<file path="config.mk">
export PLATFORM = sky130hd
export DESIGN_NAME = hxmii_phy_flat
export DESIGN_NICKNAME = d
export VERILOG_FILES = /design/src/hdl/hxmii_pkg.sv /design/src/hdl/hxmii_if.sv /design/src/hdl/hxmii_phy.sv /design/src/flat_wrapper.sv
export VERILOG_INCLUDE_DIRS = /design/src /design/src/hdl
export SDC_FILE = /design/constraint.sdc
export NUM_CORES = 1
export LEC_CHECK = 0
export ABC_AREA = 1
export BUFFER_PORTS_ARGS = -buffer_cell sky130_fd_sc_hd__buf_2
export CELL_PAD_IN_SITES_DETAIL_PLACEMENT = 1
export CELL_PAD_IN_SITES_GLOBAL_PLACEMENT = 1
export CORE_MARGIN = 2
export CORE_UTILIZATION = 43
export DETAILED_ROUTE_END_ITERATION = 8
export HOLD_SLACK_MARGIN = 0.03
export MAX_ROUTING_LAYER = met4
export PLACE_DENSITY_LB_ADDON = 0.1
export SLEW_MARGIN = 40
export SYNTH_ARGS = -nofsm -noshare
export SYNTH_HDL_FRONTEND = slang
export SYNTH_SLANG_ARGS = --single-unit
</file>
<file path="constraint.sdc">
create_clock -name CLK_I -period 2.7 [get_ports CLK_I]
set_input_delay 0.135 -clock CLK_I [delete_from_list [all_inputs] [get_ports CLK_I]]
set_output_delay 0.135 -clock CLK_I [all_outputs]
set_load 0.05 [all_outputs]
</file>
<file path="src/hdl/hxmii_map.svh">
`ifndef HXMII_MAP_SVH
`define HXMII_MAP_SVH

`define HXM_N_PORTS     6
`define HXM_NIB_W       4
`define HXM_SYM_W       5
`define HXM_CNT_W       8
`define HXM_CLK_HZ      200000000
`define HXM_RATE100_HZ  25000000
`define HXM_RATE10_HZ   2500000
`define HXM_DIV100      (`HXM_CLK_HZ / `HXM_RATE100_HZ)
`define HXM_DIV10       (`HXM_CLK_HZ / `HXM_RATE10_HZ)
`define HXM_SFD_FIRST   4'h5
`define HXM_SFD_SECOND  4'hd
`define HXM_BAD_FIRST   4'ha
`define HXM_BAD_SECOND  4'h2

`endif

</file>
<file path="src/hdl/hxmii_pkg.sv">
`include "hxmii_map.svh"

package hxmii_pkg;

    typedef logic [`HXM_NIB_W-1:0] hxm_nib_type;
    typedef logic [`HXM_SYM_W-1:0] hxm_sym_type;
    typedef logic [`HXM_CNT_W-1:0] hxm_cnt_type;

    typedef enum logic [1:0] {
        HXM_RX_IDLE,
        HXM_RX_HUNT,
        HXM_RX_FRAME
    } hxm_rx_state_type;

    // Divider ratio of the link clock for the selected speed
    function automatic hxm_cnt_type hxm_div(input logic speed100);
        hxm_div = speed100 ? hxm_cnt_type'(`HXM_DIV100)
                           : hxm_cnt_type'(`HXM_DIV10);
    endfunction

endpackage

</file>
<file path="src/hdl/hxmii_if.sv">
`timescale 1ns/1ps
`default_nettype none
`include "hxmii_map.svh"

interface hxmii_if #(parameter int N = `HXM_N_PORTS);
    logic [N-1:0]                 tx_clk;
    logic [N-1:0]                 tx_en;
    logic [N-1:0]                 tx_er;
    logic [N-1:0][`HXM_NIB_W-1:0] txd;
    logic [N-1:0]                 rx_clk;
    logic [N-1:0]                 rx_dv;
    logic [N-1:0]                 rx_er;
    logic [N-1:0][`HXM_NIB_W-1:0] rxd;
    logic [N-1:0]                 crs;
    logic [N-1:0]                 col;

    modport phy (
        output tx_clk, rx_clk, rxd, rx_dv, rx_er, crs, col,
        input  txd, tx_en, tx_er
    );

    modport mac (
        input  tx_clk, rx_clk, rxd, rx_dv, rx_er, crs, col,
        output txd, tx_en, tx_er
    );
endinterface

`default_nettype wire

</file>
<file path="src/hdl/hxmii_phy.sv">
// What this block does
// - Six independent MII ports, numbered zero to five
// - Four-bit transmit nibbles clocked in on TX_CLK
// - Symbol mode: TX_ER is transmit bit four
// - Transmitter enabled only while TX_EN is high
// - TX_ER at 100 Mbps sends Halt code
// - TX_CLK is 25 or 2.5 MHz
// - Transmit signals sampled on TX_CLK rising edge
// - Receive nibbles driven synchronous to RX_CLK
// - Symbol mode: RX_ER is receive bit four
// - CRS asserts at once on carrier
// - CRS negates synchronous to RX_CLK
// - COL high on simultaneous receive and transmit
// - COL held low in full duplex
// - RX_DV high while receiving valid data
// - 10 Mbps: RX_DV starts with SFD nibble
// - RX_ER on bad code at 100 Mbps or unlocked PLL
// - 10 Mbps: RX_ER when SFD reads A2
// - Continuous RX_CLK at 25 or 2.5 MHz
`timescale 1ns/1ps
`default_nettype none
`include "hxmii_map.svh"

module hxmii_phy
    import hxmii_pkg::*;
#(
    parameter int N_PORTS = `HXM_N_PORTS
) (
    // System
    input  wire logic                    CLK_I,
    input  wire logic                    RST_B_I,
    // Per-port mode
    input  wire logic [N_PORTS-1:0]      SPEED100_I,
    input  wire logic [N_PORTS-1:0]      FULL_DUPLEX_I,
    input  wire logic [N_PORTS-1:0]      SYMBOL_MODE_I,
    // Line side, transmit
    output logic [N_PORTS-1:0]           LINE_TX_STB_O,
    output logic [N_PORTS-1:0]           LINE_TX_EN_O,
    output logic [N_PORTS-1:0]           LINE_TX_HALT_O,
    output hxm_sym_type [N_PORTS-1:0]    LINE_TX_CODE_O,
    // Line side, receive
    input  wire logic [N_PORTS-1:0]      LINE_RX_ACT_I,
    input  wire logic [N_PORTS-1:0]      LINE_RX_BAD_I,
    input  wire logic [N_PORTS-1:0]      LINE_RX_LOCK_I,
    input  wire hxm_sym_type [N_PORTS-1:0] LINE_RX_CODE_I,
    output logic [N_PORTS-1:0]           LINE_RX_STB_O,
    // MII towards the MAC
    hxmii_if.phy                         mii
);

    genvar p;
    generate
        for (p = 0; p < N_PORTS; p++) begin : g_port
            hxm_cnt_type      cnt_r;
            hxm_cnt_type      cnt_nxt;
            hxm_cnt_type      div;
            hxm_cnt_type      half;
            logic             clk_r;
            logic             rise;
            logic             fall;
            logic [5:0]       tx_s1_r;
            logic [5:0]       tx_s2_r;
            logic             tx_en_s;
            logic             tx_er_s;
            hxm_nib_type      txd_s;
            logic             tx_act_r;
            logic             tx_stb_r;
            logic             tx_en_r;
            logic             tx_halt_r;
            hxm_sym_type      tx_code_r;
            hxm_sym_type      tx_code_nxt;
            logic             sym;
            logic             fast;
            logic             fdx;
            hxm_sym_type      d1_r;
            logic             act_d1_r;
            logic             bad_d1_r;
            logic             lock_d1_r;
            hxm_nib_type      cur_nib;
            logic             sfd_hit;
            logic             a2_hit;
            hxm_rx_state_type st_r;
            hxm_rx_state_type st_nxt;
            logic             frm_bad_r;
            logic             frm_bad_nxt;
            logic             dv10_nxt;
            logic             dv_nxt;
            logic             er_nxt;
            hxm_nib_type      rxd_nxt;
            logic             dv_r;
            logic             er_r;
            hxm_nib_type      rxd_r;
            logic             rx_stb_r;
            logic             carrier;
            logic             crs_r;
            logic             crs_nxt;
            logic             col_r;
            logic             col_nxt;

            assign sym  = SYMBOL_MODE_I[p];
            assign fast = SPEED100_I[p];
            assign fdx  = FULL_DUPLEX_I[p];

            // One divider feeds both link clocks; a speed change can
            // leave the count above the new ratio, so wrap on >=.
            assign div     = hxm_div(fast);
            assign half    = div >> 1;
            assign rise    = (cnt_r >= div - hxm_cnt_type'(1));
            assign fall    = (cnt_r == half - hxm_cnt_type'(1));
            assign cnt_nxt = rise ? '0 : cnt_r + hxm_cnt_type'(1);

            always_ff @(posedge CLK_I or negedge RST_B_I) begin
                if (!RST_B_I) begin
                    // Start at the wrap so the first period is full length
                    cnt_r <= '1;
                    clk_r <= 1'b0;
                end else begin
                    cnt_r <= cnt_nxt;
                    clk_r <= (cnt_nxt < half);
                end
            end

            // Transmit pins come from the MAC's clock tree
            always_ff @(posedge CLK_I or negedge RST_B_I) begin
                if (!RST_B_I) begin
                    tx_s1_r <= '0;
                    tx_s2_r <= '0;
                end else begin
                    tx_s1_r <= {mii.tx_er[p], mii.tx_en[p], mii.txd[p]};
                    tx_s2_r <= tx_s1_r;
                end
            end

            assign txd_s   = tx_s2_r[3:0];
            assign tx_en_s = tx_s2_r[4];
            assign tx_er_s = tx_s2_r[5];
            assign tx_code_nxt = sym ? {tx_er_s, txd_s}
                                     : {1'b0, txd_s};

            always_ff @(posedge CLK_I or negedge RST_B_I) begin
                if (!RST_B_I) begin
                    tx_stb_r  <= 1'b0;
                    tx_en_r   <= 1'b0;
                    tx_halt_r <= 1'b0;
                    tx_code_r <= '0;
                    tx_act_r  <= 1'b0;
                end else begin
                    tx_stb_r <= rise;
                    if (rise) begin
                        tx_en_r   <= tx_en_s;
                        tx_act_r  <= tx_en_s;
                        tx_code_r <= tx_code_nxt;
                        // Error line only sends Halt at 100 Mbps outside symbol mode
                        tx_halt_r <= fast & ~sym
                                   & tx_en_s & tx_er_s;
                    end
                end
            end

            // Receive path runs one nibble behind the line so that the
            // first SFD nibble can be qualified by the second.
            assign cur_nib = LINE_RX_CODE_I[p][3:0];
            assign sfd_hit = (d1_r[3:0] == `HXM_SFD_FIRST)
                           & (cur_nib == `HXM_SFD_SECOND)
                           & LINE_RX_ACT_I[p];
            assign a2_hit  = (d1_r[3:0] == `HXM_BAD_FIRST)
                           & (cur_nib == `HXM_BAD_SECOND)
                           & LINE_RX_ACT_I[p];

            always_comb begin
                st_nxt      = st_r;
                frm_bad_nxt = frm_bad_r;
                dv10_nxt    = 1'b0;
                case (st_r)
                    HXM_RX_IDLE: begin
                        frm_bad_nxt = 1'b0;
                        if (act_d1_r) begin
                            st_nxt = HXM_RX_HUNT;
                        end
                    end
                    HXM_RX_HUNT: begin
                        if (!act_d1_r) begin
                            st_nxt = HXM_RX_IDLE;
                        end else if (sfd_hit || a2_hit) begin
                            st_nxt      = HXM_RX_FRAME;
                            frm_bad_nxt = a2_hit;
                            dv10_nxt    = 1'b1;
                        end
                    end
                    HXM_RX_FRAME: begin
                        dv10_nxt = act_d1_r;
                        if (!act_d1_r) begin
                            st_nxt = HXM_RX_IDLE;
                        end
                    end
                    default: begin
                        st_nxt = HXM_RX_IDLE;
                    end
                endcase
            end

            assign dv_nxt  = (fast | sym) ? act_d1_r : dv10_nxt;
            assign rxd_nxt = d1_r[3:0];
            assign er_nxt  = sym ? d1_r[4]
                           : (~lock_d1_r
                             | (fast & act_d1_r & bad_d1_r)
                             | (~fast & dv10_nxt & frm_bad_nxt));

            always_ff @(posedge CLK_I or negedge RST_B_I) begin
                if (!RST_B_I) begin
                    d1_r      <= '0;
                    act_d1_r  <= 1'b0;
                    bad_d1_r  <= 1'b0;
                    lock_d1_r <= 1'b0;
                    st_r      <= HXM_RX_IDLE;
                    frm_bad_r <= 1'b0;
                    rxd_r     <= '0;
                    dv_r      <= 1'b0;
                    er_r      <= 1'b0;
                    rx_stb_r  <= 1'b0;
                end else begin
                    rx_stb_r <= fall;
                    // Outputs move on the falling edge, mid-bit for MAC
                    if (fall) begin
                        d1_r      <= LINE_RX_CODE_I[p];
                        act_d1_r  <= LINE_RX_ACT_I[p];
                        bad_d1_r  <= LINE_RX_BAD_I[p];
                        lock_d1_r <= LINE_RX_LOCK_I[p];
                        st_r      <= st_nxt;
                        frm_bad_r <= frm_bad_nxt;
                        rxd_r     <= rxd_nxt;
                        dv_r      <= dv_nxt;
                        er_r      <= er_nxt;
                    end
                end
            end

            assign carrier = LINE_RX_ACT_I[p] | (~fdx & tx_act_r);
            assign crs_nxt = carrier | (crs_r & ~fall);
            assign col_nxt = ~fdx & LINE_RX_ACT_I[p] & tx_act_r;

            always_ff @(posedge CLK_I or negedge RST_B_I) begin
                if (!RST_B_I) begin
                    crs_r <= 1'b0;
                    col_r <= 1'b0;
                end else begin
                    crs_r <= crs_nxt;
                    col_r <= col_nxt;
                end
            end

            assign mii.tx_clk[p]     = clk_r;
            assign mii.rx_clk[p]     = clk_r;
            assign mii.rxd[p]        = rxd_r;
            assign mii.rx_dv[p]      = dv_r;
            assign mii.rx_er[p]      = er_r;
            assign mii.crs[p]        = crs_r;
            assign mii.col[p]        = col_r;
            assign LINE_TX_STB_O[p]  = tx_stb_r;
            assign LINE_TX_EN_O[p]   = tx_en_r;
            assign LINE_TX_HALT_O[p] = tx_halt_r;
            assign LINE_TX_CODE_O[p] = tx_code_r;
            assign LINE_RX_STB_O[p]  = rx_stb_r;
        end
    endgenerate

endmodule

`default_nettype wire

</file>
<file path="src/flat_wrapper.sv">
// flat-port wrapper written by rule: the top's interface ports become plain ports
module hxmii_phy_flat import hxmii_pkg::*;
#(
    parameter int N_PORTS = `HXM_N_PORTS
)
  (CLK_I, RST_B_I, SPEED100_I, FULL_DUPLEX_I, SYMBOL_MODE_I, LINE_TX_STB_O, LINE_TX_EN_O, LINE_TX_HALT_O, LINE_TX_CODE_O, LINE_RX_ACT_I, LINE_RX_BAD_I, LINE_RX_LOCK_I, LINE_RX_CODE_I, LINE_RX_STB_O, mii_tx_clk, mii_rx_clk, mii_rxd, mii_rx_dv, mii_rx_er, mii_crs, mii_col, mii_txd, mii_tx_en, mii_tx_er);
  hxmii_if #(.N((`HXM_N_PORTS))) mii_i ();
  input  wire logic CLK_I;
  input  wire logic RST_B_I;
  input  wire logic [N_PORTS-1:0] SPEED100_I;
  input  wire logic [N_PORTS-1:0] FULL_DUPLEX_I;
  input  wire logic [N_PORTS-1:0] SYMBOL_MODE_I;
  output logic [N_PORTS-1:0] LINE_TX_STB_O;
  output logic [N_PORTS-1:0] LINE_TX_EN_O;
  output logic [N_PORTS-1:0] LINE_TX_HALT_O;
  output hxm_sym_type [N_PORTS-1:0] LINE_TX_CODE_O;
  input  wire logic [N_PORTS-1:0] LINE_RX_ACT_I;
  input  wire logic [N_PORTS-1:0] LINE_RX_BAD_I;
  input  wire logic [N_PORTS-1:0] LINE_RX_LOCK_I;
  input  wire hxm_sym_type [N_PORTS-1:0] LINE_RX_CODE_I;
  output logic [N_PORTS-1:0] LINE_RX_STB_O;
  output wire logic [$bits(mii_i.tx_clk)-1:0] mii_tx_clk;
  output wire logic [$bits(mii_i.rx_clk)-1:0] mii_rx_clk;
  output wire logic [$bits(mii_i.rxd)-1:0] mii_rxd;
  output wire logic [$bits(mii_i.rx_dv)-1:0] mii_rx_dv;
  output wire logic [$bits(mii_i.rx_er)-1:0] mii_rx_er;
  output wire logic [$bits(mii_i.crs)-1:0] mii_crs;
  output wire logic [$bits(mii_i.col)-1:0] mii_col;
  input wire logic [$bits(mii_i.txd)-1:0] mii_txd;
  input wire logic [$bits(mii_i.tx_en)-1:0] mii_tx_en;
  input wire logic [$bits(mii_i.tx_er)-1:0] mii_tx_er;
  assign mii_tx_clk = mii_i.tx_clk;
  assign mii_rx_clk = mii_i.rx_clk;
  assign mii_rxd = mii_i.rxd;
  assign mii_rx_dv = mii_i.rx_dv;
  assign mii_rx_er = mii_i.rx_er;
  assign mii_crs = mii_i.crs;
  assign mii_col = mii_i.col;
  assign mii_i.txd = mii_txd;
  assign mii_i.tx_en = mii_tx_en;
  assign mii_i.tx_er = mii_tx_er;
  hxmii_phy #(.N_PORTS(N_PORTS)) u_core (.CLK_I(CLK_I), .RST_B_I(RST_B_I), .SPEED100_I(SPEED100_I), .FULL_DUPLEX_I(FULL_DUPLEX_I), .SYMBOL_MODE_I(SYMBOL_MODE_I), .LINE_TX_STB_O(LINE_TX_STB_O), .LINE_TX_EN_O(LINE_TX_EN_O), .LINE_TX_HALT_O(LINE_TX_HALT_O), .LINE_TX_CODE_O(LINE_TX_CODE_O), .LINE_RX_ACT_I(LINE_RX_ACT_I), .LINE_RX_BAD_I(LINE_RX_BAD_I), .LINE_RX_LOCK_I(LINE_RX_LOCK_I), .LINE_RX_CODE_I(LINE_RX_CODE_I), .LINE_RX_STB_O(LINE_RX_STB_O), .mii(mii_i));
endmodule
</file>
==> metrics, run 1 <==
most common cell after layout, fill and taps aside nand2_1; pre-CTS WS 364.9 ps; most frequent cells in the layout nand2_1, dfrtp_1, buf_2; Avg WL per Cell between 15 and 20 µm; Static Leakage 8.668 nW; Setup Buffers After CTS 0; Die W 178.6 µm; first-pass GRT wire length around 56000 µm; DRT antenna net count 0; xor/xnor share of the synthesized area 0.002672; clock slew at reported path FFs 60 ps; Clock Skews 16.03 ps; Core Region 0.02980 mm²; TritonCTS clock tree built; boundary pin count 218; Cells after Synth 1467; Root Buffer clkbuf_16; Final period util 0.8689; routed via count 10.50k; gr ovfl total 0; CTS buffer count 35; setup_tns 0 ps; Setup Viol. Count Final 0; drc violations 0; Cell Chain, Critical Path ha_1 -> nand3_1 -> nor3_1 -> nand2_1 -> nand2_1 -> nand3_1 -> dlygate4sd3_1; Die H 178.6 µm; Sink Count a little under 300; RSZ-0062 raised after global routing false; CP Launch Type flip-flop; Crit-path slowest cell dfstp_2; GRT Total Usage 0.2227; Initial Utilization 0.4401; number of vias per cell 4.832; nets 1909; Final Core Density 0.5540; register area 0.007417 mm²; outcome finished clean; setup ws final 354.1 ps; site row count 63; Mapped Nets 1619; Post-CTS Resized 0; Pre-antenna DRT Iters 5; largest family of logic cells by synthesized area simple AND/OR/NAND/NOR gates; worst path required time 3090 ps; drt total wl around 33000 µm; Hold Violations, Final 0; synth-to-layout area growth 25.88%; mapped cell area 0.01311 mm²; Multi-input gate area 0.004409 mm²; Max Cap Viol 0; maximum clock insertion buffer count 3; Max stage delay on crit path 550 ps; mux cell area share after synthesis 0; synth warn 0; Slew HR 0.5842; crit-path max FO 18; hold-fix buffer count after cts 107; PwrDens 1125 mW/mm²; Synth async-reset ratio 1.000; CP endpoint kind flip-flop; Slew @ Worst Pin 623.7 ps; Distinct cells, synth 39; DRT iter0 DRCs 416; vias in the first global route roughly 11k; Final Wtd Congestion 0.8106; arrival time worst endpoint 2740 ps; adder-cell area share of the yosys netlist 0.04580; VDD IR max 0.9068 mV; Fmax achieved 426.3 MHz; Mean Syn Cell Area 8.939 µm²; Synth Area in Compound Gates 0.06116; EDFF count, synth 0; #FFs+latches synth slightly below 300; initial antenna violation count 2; Port Buffers 217; Fill cells 3460; Final Critical Period 2346 ps; critical path class flip-flop to flip-flop; die footprint 0.03191 mm²; worst skew pair latency 510 ps; post-synthesis sequential area ratio 0.5656; largest net degree at the start of global routing 78; fraction of layout instances using a drive strength above 1 0.2245; Main synth FF type dfrtp_1; Pins Over Slew Limit 0; HPWL Detailed between 20000 and 25000 µm; Hold WC Path Type input pin to flip-flop; simple-gate share of the synthesized area 0.2266; CTS H-tree depth 2
-- registers in the layout, indices dropped and copies added (netlist names), 12 cells and up --
name                     count
u_core.g_port.tx_code_r     30
u_core.g_port.tx_s2_r       36
u_core.g_port.rxd_r         24
u_core.g_port.cnt_r         48
u_core.g_port.d1_r          30
u_core.g_port.tx_s1_r       36
u_core.g_port.st_r          12
-- report_power, final --
group          internal (mW)  switching (mW)
combinational           1.90            5.12
sequential              5.92           0.905
clock                   2.89            1.85
-- cell usage after synthesis, drive strengths merged, types with 6 or more instances --
cell type	count	area (µm²)
nand2	412	1577
dfrtp	246	6156
inv	188	705.7
nor2	149	579.3
o21ai	100	504.2
nand3	92	470.5
buf	82	581.8
dfstp	48	1261
ha	48	600.6
a21oi	25	128.9
or2	15	93.84
nand4	14	87.58
nor3	12	75.07
a31oi	9	68.81
nand3b	6	45.04
-- logic make-up after synthesis --
kind of cell               Yosys count
xor gates and xnor gates             4
and+or+nand+nor                    705
AOI/OAI and AO/OA                  146
adders and majority gates           48
buffers and inverters              270
DFF                                294
-- through the flow --
stage	hold WS, ps	power [mW]	cells	instance area, µm²
2_1_floorplan	-160.6	12.27	1467	13110
3_3_place_gp	176.6	13.53	2003	14250
3_5_place_dp	175.0	13.77	2003	14250
4_1_cts	34.78	18.80	2172	16500
5_1_grt	71.03	19.87	2174	16510
6_report	47.95	18.57	2174	16510
-- metal layers --
metal  GRT usage  wire [µm]
met2      0.3890      16970
met1      0.2698      14500
met5           -          0
met4     0.05827        714
met3     0.03367       1262
-- path summary, 6_finish.rpt --
path	to	from	depth (start not counted)	slack [ps]
worst max-delay path	u_core.g_port[4].crs_r	u_core.g_port[4].cnt_r[0]	7	350
worst min-delay path	u_core.g_port[0].tx_halt_r	SPEED100_I[0]	3	50
worst max register to register	u_core.g_port[4].crs_r	u_core.g_port[4].cnt_r[0]	7	350
worst min register to register	u_core.g_port[1].tx_s2_r[3]	u_core.g_port[1].tx_s1_r[3]	0	350
max in group asynchronous	u_core.g_port[2].cnt_r[4]	RST_B_I	3	1610
min in group asynchronous	u_core.g_port[3].rxd_r[0]	RST_B_I	2	210
-- critical path: cells and delay by family, from the launching register on --
| kind | cells | cell delay [ps] |
|---|---|---|
| and+or+nand+nor | 5 | 890 |
| adders and majority gates | 1 | 230 |
| buffers and inverters | 1 | 550 |
| DFF | 1 | 550 |
-- final cells by class --
type | instances | area share
well taps | 390 | 0.02956
clock inverters | 13 | 0.006140
flip-flops and latches | 294 | 0.4493
inverters | 188 | 0.04275
multi-input cells | 903 | 0.2671
diodes | 2 | 0.0003032
clock buffers | 49 | 0.06549
repair buffers | 335 | 0.1393
Power figures use the tool's default switching activity.
==> run 2: changes to the inputs <==
- CORE_UTILIZATION: 43 -> 30
==> metrics, run 2 (same netlist as run 1, synthesis figures left out) <==
outcome finished clean (unchanged); Top Family by Delay on Critical Path simple AND/OR/NAND/NOR gates (unchanged); Most flops, register u_core.g_port.cnt_r (unchanged); first-pass GRT wire length 55750 µm (was 55830 µm); RSZ-0062 raised after global routing false (unchanged); DRT iter0 DRCs 433 (was 416); Post-CTS Resized 0 (unchanged); worst skew pair latency 530 ps (was 510 ps); Hold Violations, Final 0 (unchanged); setup_tns 0 ps (unchanged); most used cell along the critical path nand2_1; routed via count 10.24k (was 10.50k); Max stage delay on crit path 570 ps (was 550 ps); initial antenna violation count 1 (was 2); Pins Over Slew Limit 0 (unchanged); synth-to-layout area growth 27.79% (was 25.88%); most frequent cells in the layout nand2_1, dfrtp_1, buf_2 (unchanged); VDD IR max 0.5065 mV (was 0.9068 mV); site row count 76 (was 63); HPWL Detailed 23920 µm (was 22460 µm); PwrDens 1106 mW/mm² (was 1125 mW/mm²); largest net degree at the start of global routing 65 (was 78); CP endpoint kind flip-flop (unchanged); boundary pin count 218 (unchanged); Setup Viol. Count Final 0 (unchanged); max FFs per register 48 (unchanged); crit-path max FO 12 (was 18); TritonCTS clock tree built (unchanged); total power 18.53 mW (was 18.57 mW); Crit-path slowest cell dfstp_2 (unchanged); hold-fix buffer count after cts 109 (was 107); CTS buffer count 37 (was 35); DRT antenna net count 0 (unchanged); Slew @ Worst Pin 562.9 ps (was 623.7 ps); GRT Total Usage 0.1578 (was 0.2227); arrival time worst endpoint 2740 ps (about the same); Die H 213.1 µm (was 178.6 µm); clock slew at reported path FFs 60 ps (about the same); critical path class flip-flop to flip-flop (unchanged); Setup Buffers After CTS 0 (unchanged); Avg WL per Cell 14.13 µm (was 15.38 µm); nets 1914 (was 1909); Max Cap Viol 0 (unchanged); Initial Utilization 0.3044 (was 0.4401); Fmax achieved 437.3 MHz (was 426.3 MHz); Final Wtd Congestion 0.7929 (was 0.8106); Fill cells 4995 (was 3460); vias in the first global route 11.03k (was 11.46k); CTS H-tree depth 2 (unchanged); drc violations 0 (unchanged); Multi-input gate area 0.004409 mm² (unchanged); gr ovfl total 0 (unchanged); register area 0.007417 mm² (unchanged); worst path required time 3160 ps (was 3090 ps); Core Region 0.04308 mm² (was 0.02980 mm²); most common cell after layout, fill and taps aside nand2_1 (unchanged); drt total wl 33550 µm (was 33440 µm); fraction of layout instances using a drive strength above 1 0.2209 (was 0.2245); number of vias per cell 4.314 (was 4.832); Slew HR 0.6247 (was 0.5842); maximum clock insertion buffer count 3 (unchanged); Sink Count 294 (unchanged); biggest regs u_core.g_port.cnt_r x48, u_core.g_port.tx_s1_r x36, u_core.g_port.tx_s2_r x36 (unchanged); Final period util 0.8470 (was 0.8689); die footprint 0.04540 mm² (was 0.03191 mm²); Root Buffer clkbuf_16 (unchanged); Final Critical Period 2287 ps (was 2346 ps); CP Launch Type flip-flop (unchanged); Fin Hold WS 150.1 ps (was 47.95 ps); Die W 213.1 µm (was 178.6 µm); Hold WC Path Type input pin to asynchronous set/reset pin (was input pin to flip-flop); Pre-antenna DRT Iters 4 (was 5); Static Leakage 8.676 nW (was 8.668 nW); Cell Chain, Critical Path ha_1 -> inv_1 -> nor2_1 -> o21ai_1 -> nand2_2 -> inv_2 -> nand2_1 -> nor2_1 -> ha_1 -> nand2_1 -> nand2_1 -> a21oi_1 (was ha_1 -> nand3_1 -> nor3_1 -> nand2_1 -> nand2_1 -> nand3_1 -> dlygate4sd3_1); Port Buffers 217 (unchanged); crit path buf inv count 2 (was 1); Clock Skews 11.53 ps (was 16.03 ps)
[run 2: changes by cell type in the layout (fill, tap and decap cells not counted)]
cell           delta
clkbuf_1          +9
clkbuf_8          -4
clkinvlp_4        -2
dlygate4sd3_1     +2
buf_4             +1
bufinv_16         +1
diode_2           -1
inv_8             -1
[run 2: worst paths after layout]
| check | from | endpoint | slack [ps] | depth (start not counted) |
|---|---|---|---|---|
| max | u_core.g_port[3].cnt_r[3] | u_core.g_port[3].clk_r | 410 | 12 |
| min | RST_B_I | u_core.g_port[3].d1_r[3] | 150 | 2 |
| max reg2reg | u_core.g_port[3].cnt_r[3] | u_core.g_port[3].clk_r | 410 | 12 |
| min reg2reg | u_core.g_port[1].tx_s1_r[1] | u_core.g_port[1].tx_s2_r[1] | 340 | 0 |
| max in group asynchronous | RST_B_I | u_core.g_port[4].cnt_r[2] | 1710 | 3 |
| min in group CLK_I | mii_tx_er[2] | u_core.g_port[2].tx_s1_r[5] | 240 | 2 |
[run 2: layer usage]
metal / up-vias / track usage / part of all wire
li1: 5134 / - / -
met1: 4898 / 0.1947 / 0.45
met2: 157 / 0.2577 / 0.48
met3: 52 / 0.03456 / 0.049
met4: 0 / 0.05088 / 0.023
met5: - / - / 0
[run 2: final cells by class]
type | count | area share
Sequential cell | 294 | 0.4426
Multi-Input combinational cell | 903 | 0.2631
Timing Repair Buffer | 338 | 0.1389
Clock buffer | 54 | 0.06324
Tap cell | 585 | 0.04368
Inverter | 188 | 0.04211
Clock inverter | 11 | 0.006271
Antenna cell | 1 | 0.0001493
[run 2: per-stage QoR]
stage	cell area, µm²	cells	util	setup slack [ps]
final	16760	2374	0.3890	413.0
after floorplan	13110	1467	-	752.9
after global routing	16760	2374	0.3890	198.2
after CTS	16760	2373	0.3890	384.9
after detailed placement	14500	2199	0.3366	394.4
after global placement	14500	2199	0.3366	460.9
[run 2: where the power goes]
part	switching [mW]	internal (mW)
registers	0.884	5.92
logic	5.05	1.90
clock network	1.89	2.90
total	7.82	10.7
[run 2: worst register-to-register path: stages (launching register included)]
cell     delay (ps)
dfstp_2         570
ha_1            230
inv_1            50
nor2_1           40
o21ai_1         210
nand2_2         230
inv_2           200
nand2_1          70
nor2_1          150
ha_1            250
nand2_1          60
nand2_1          50
a21oi_1         110
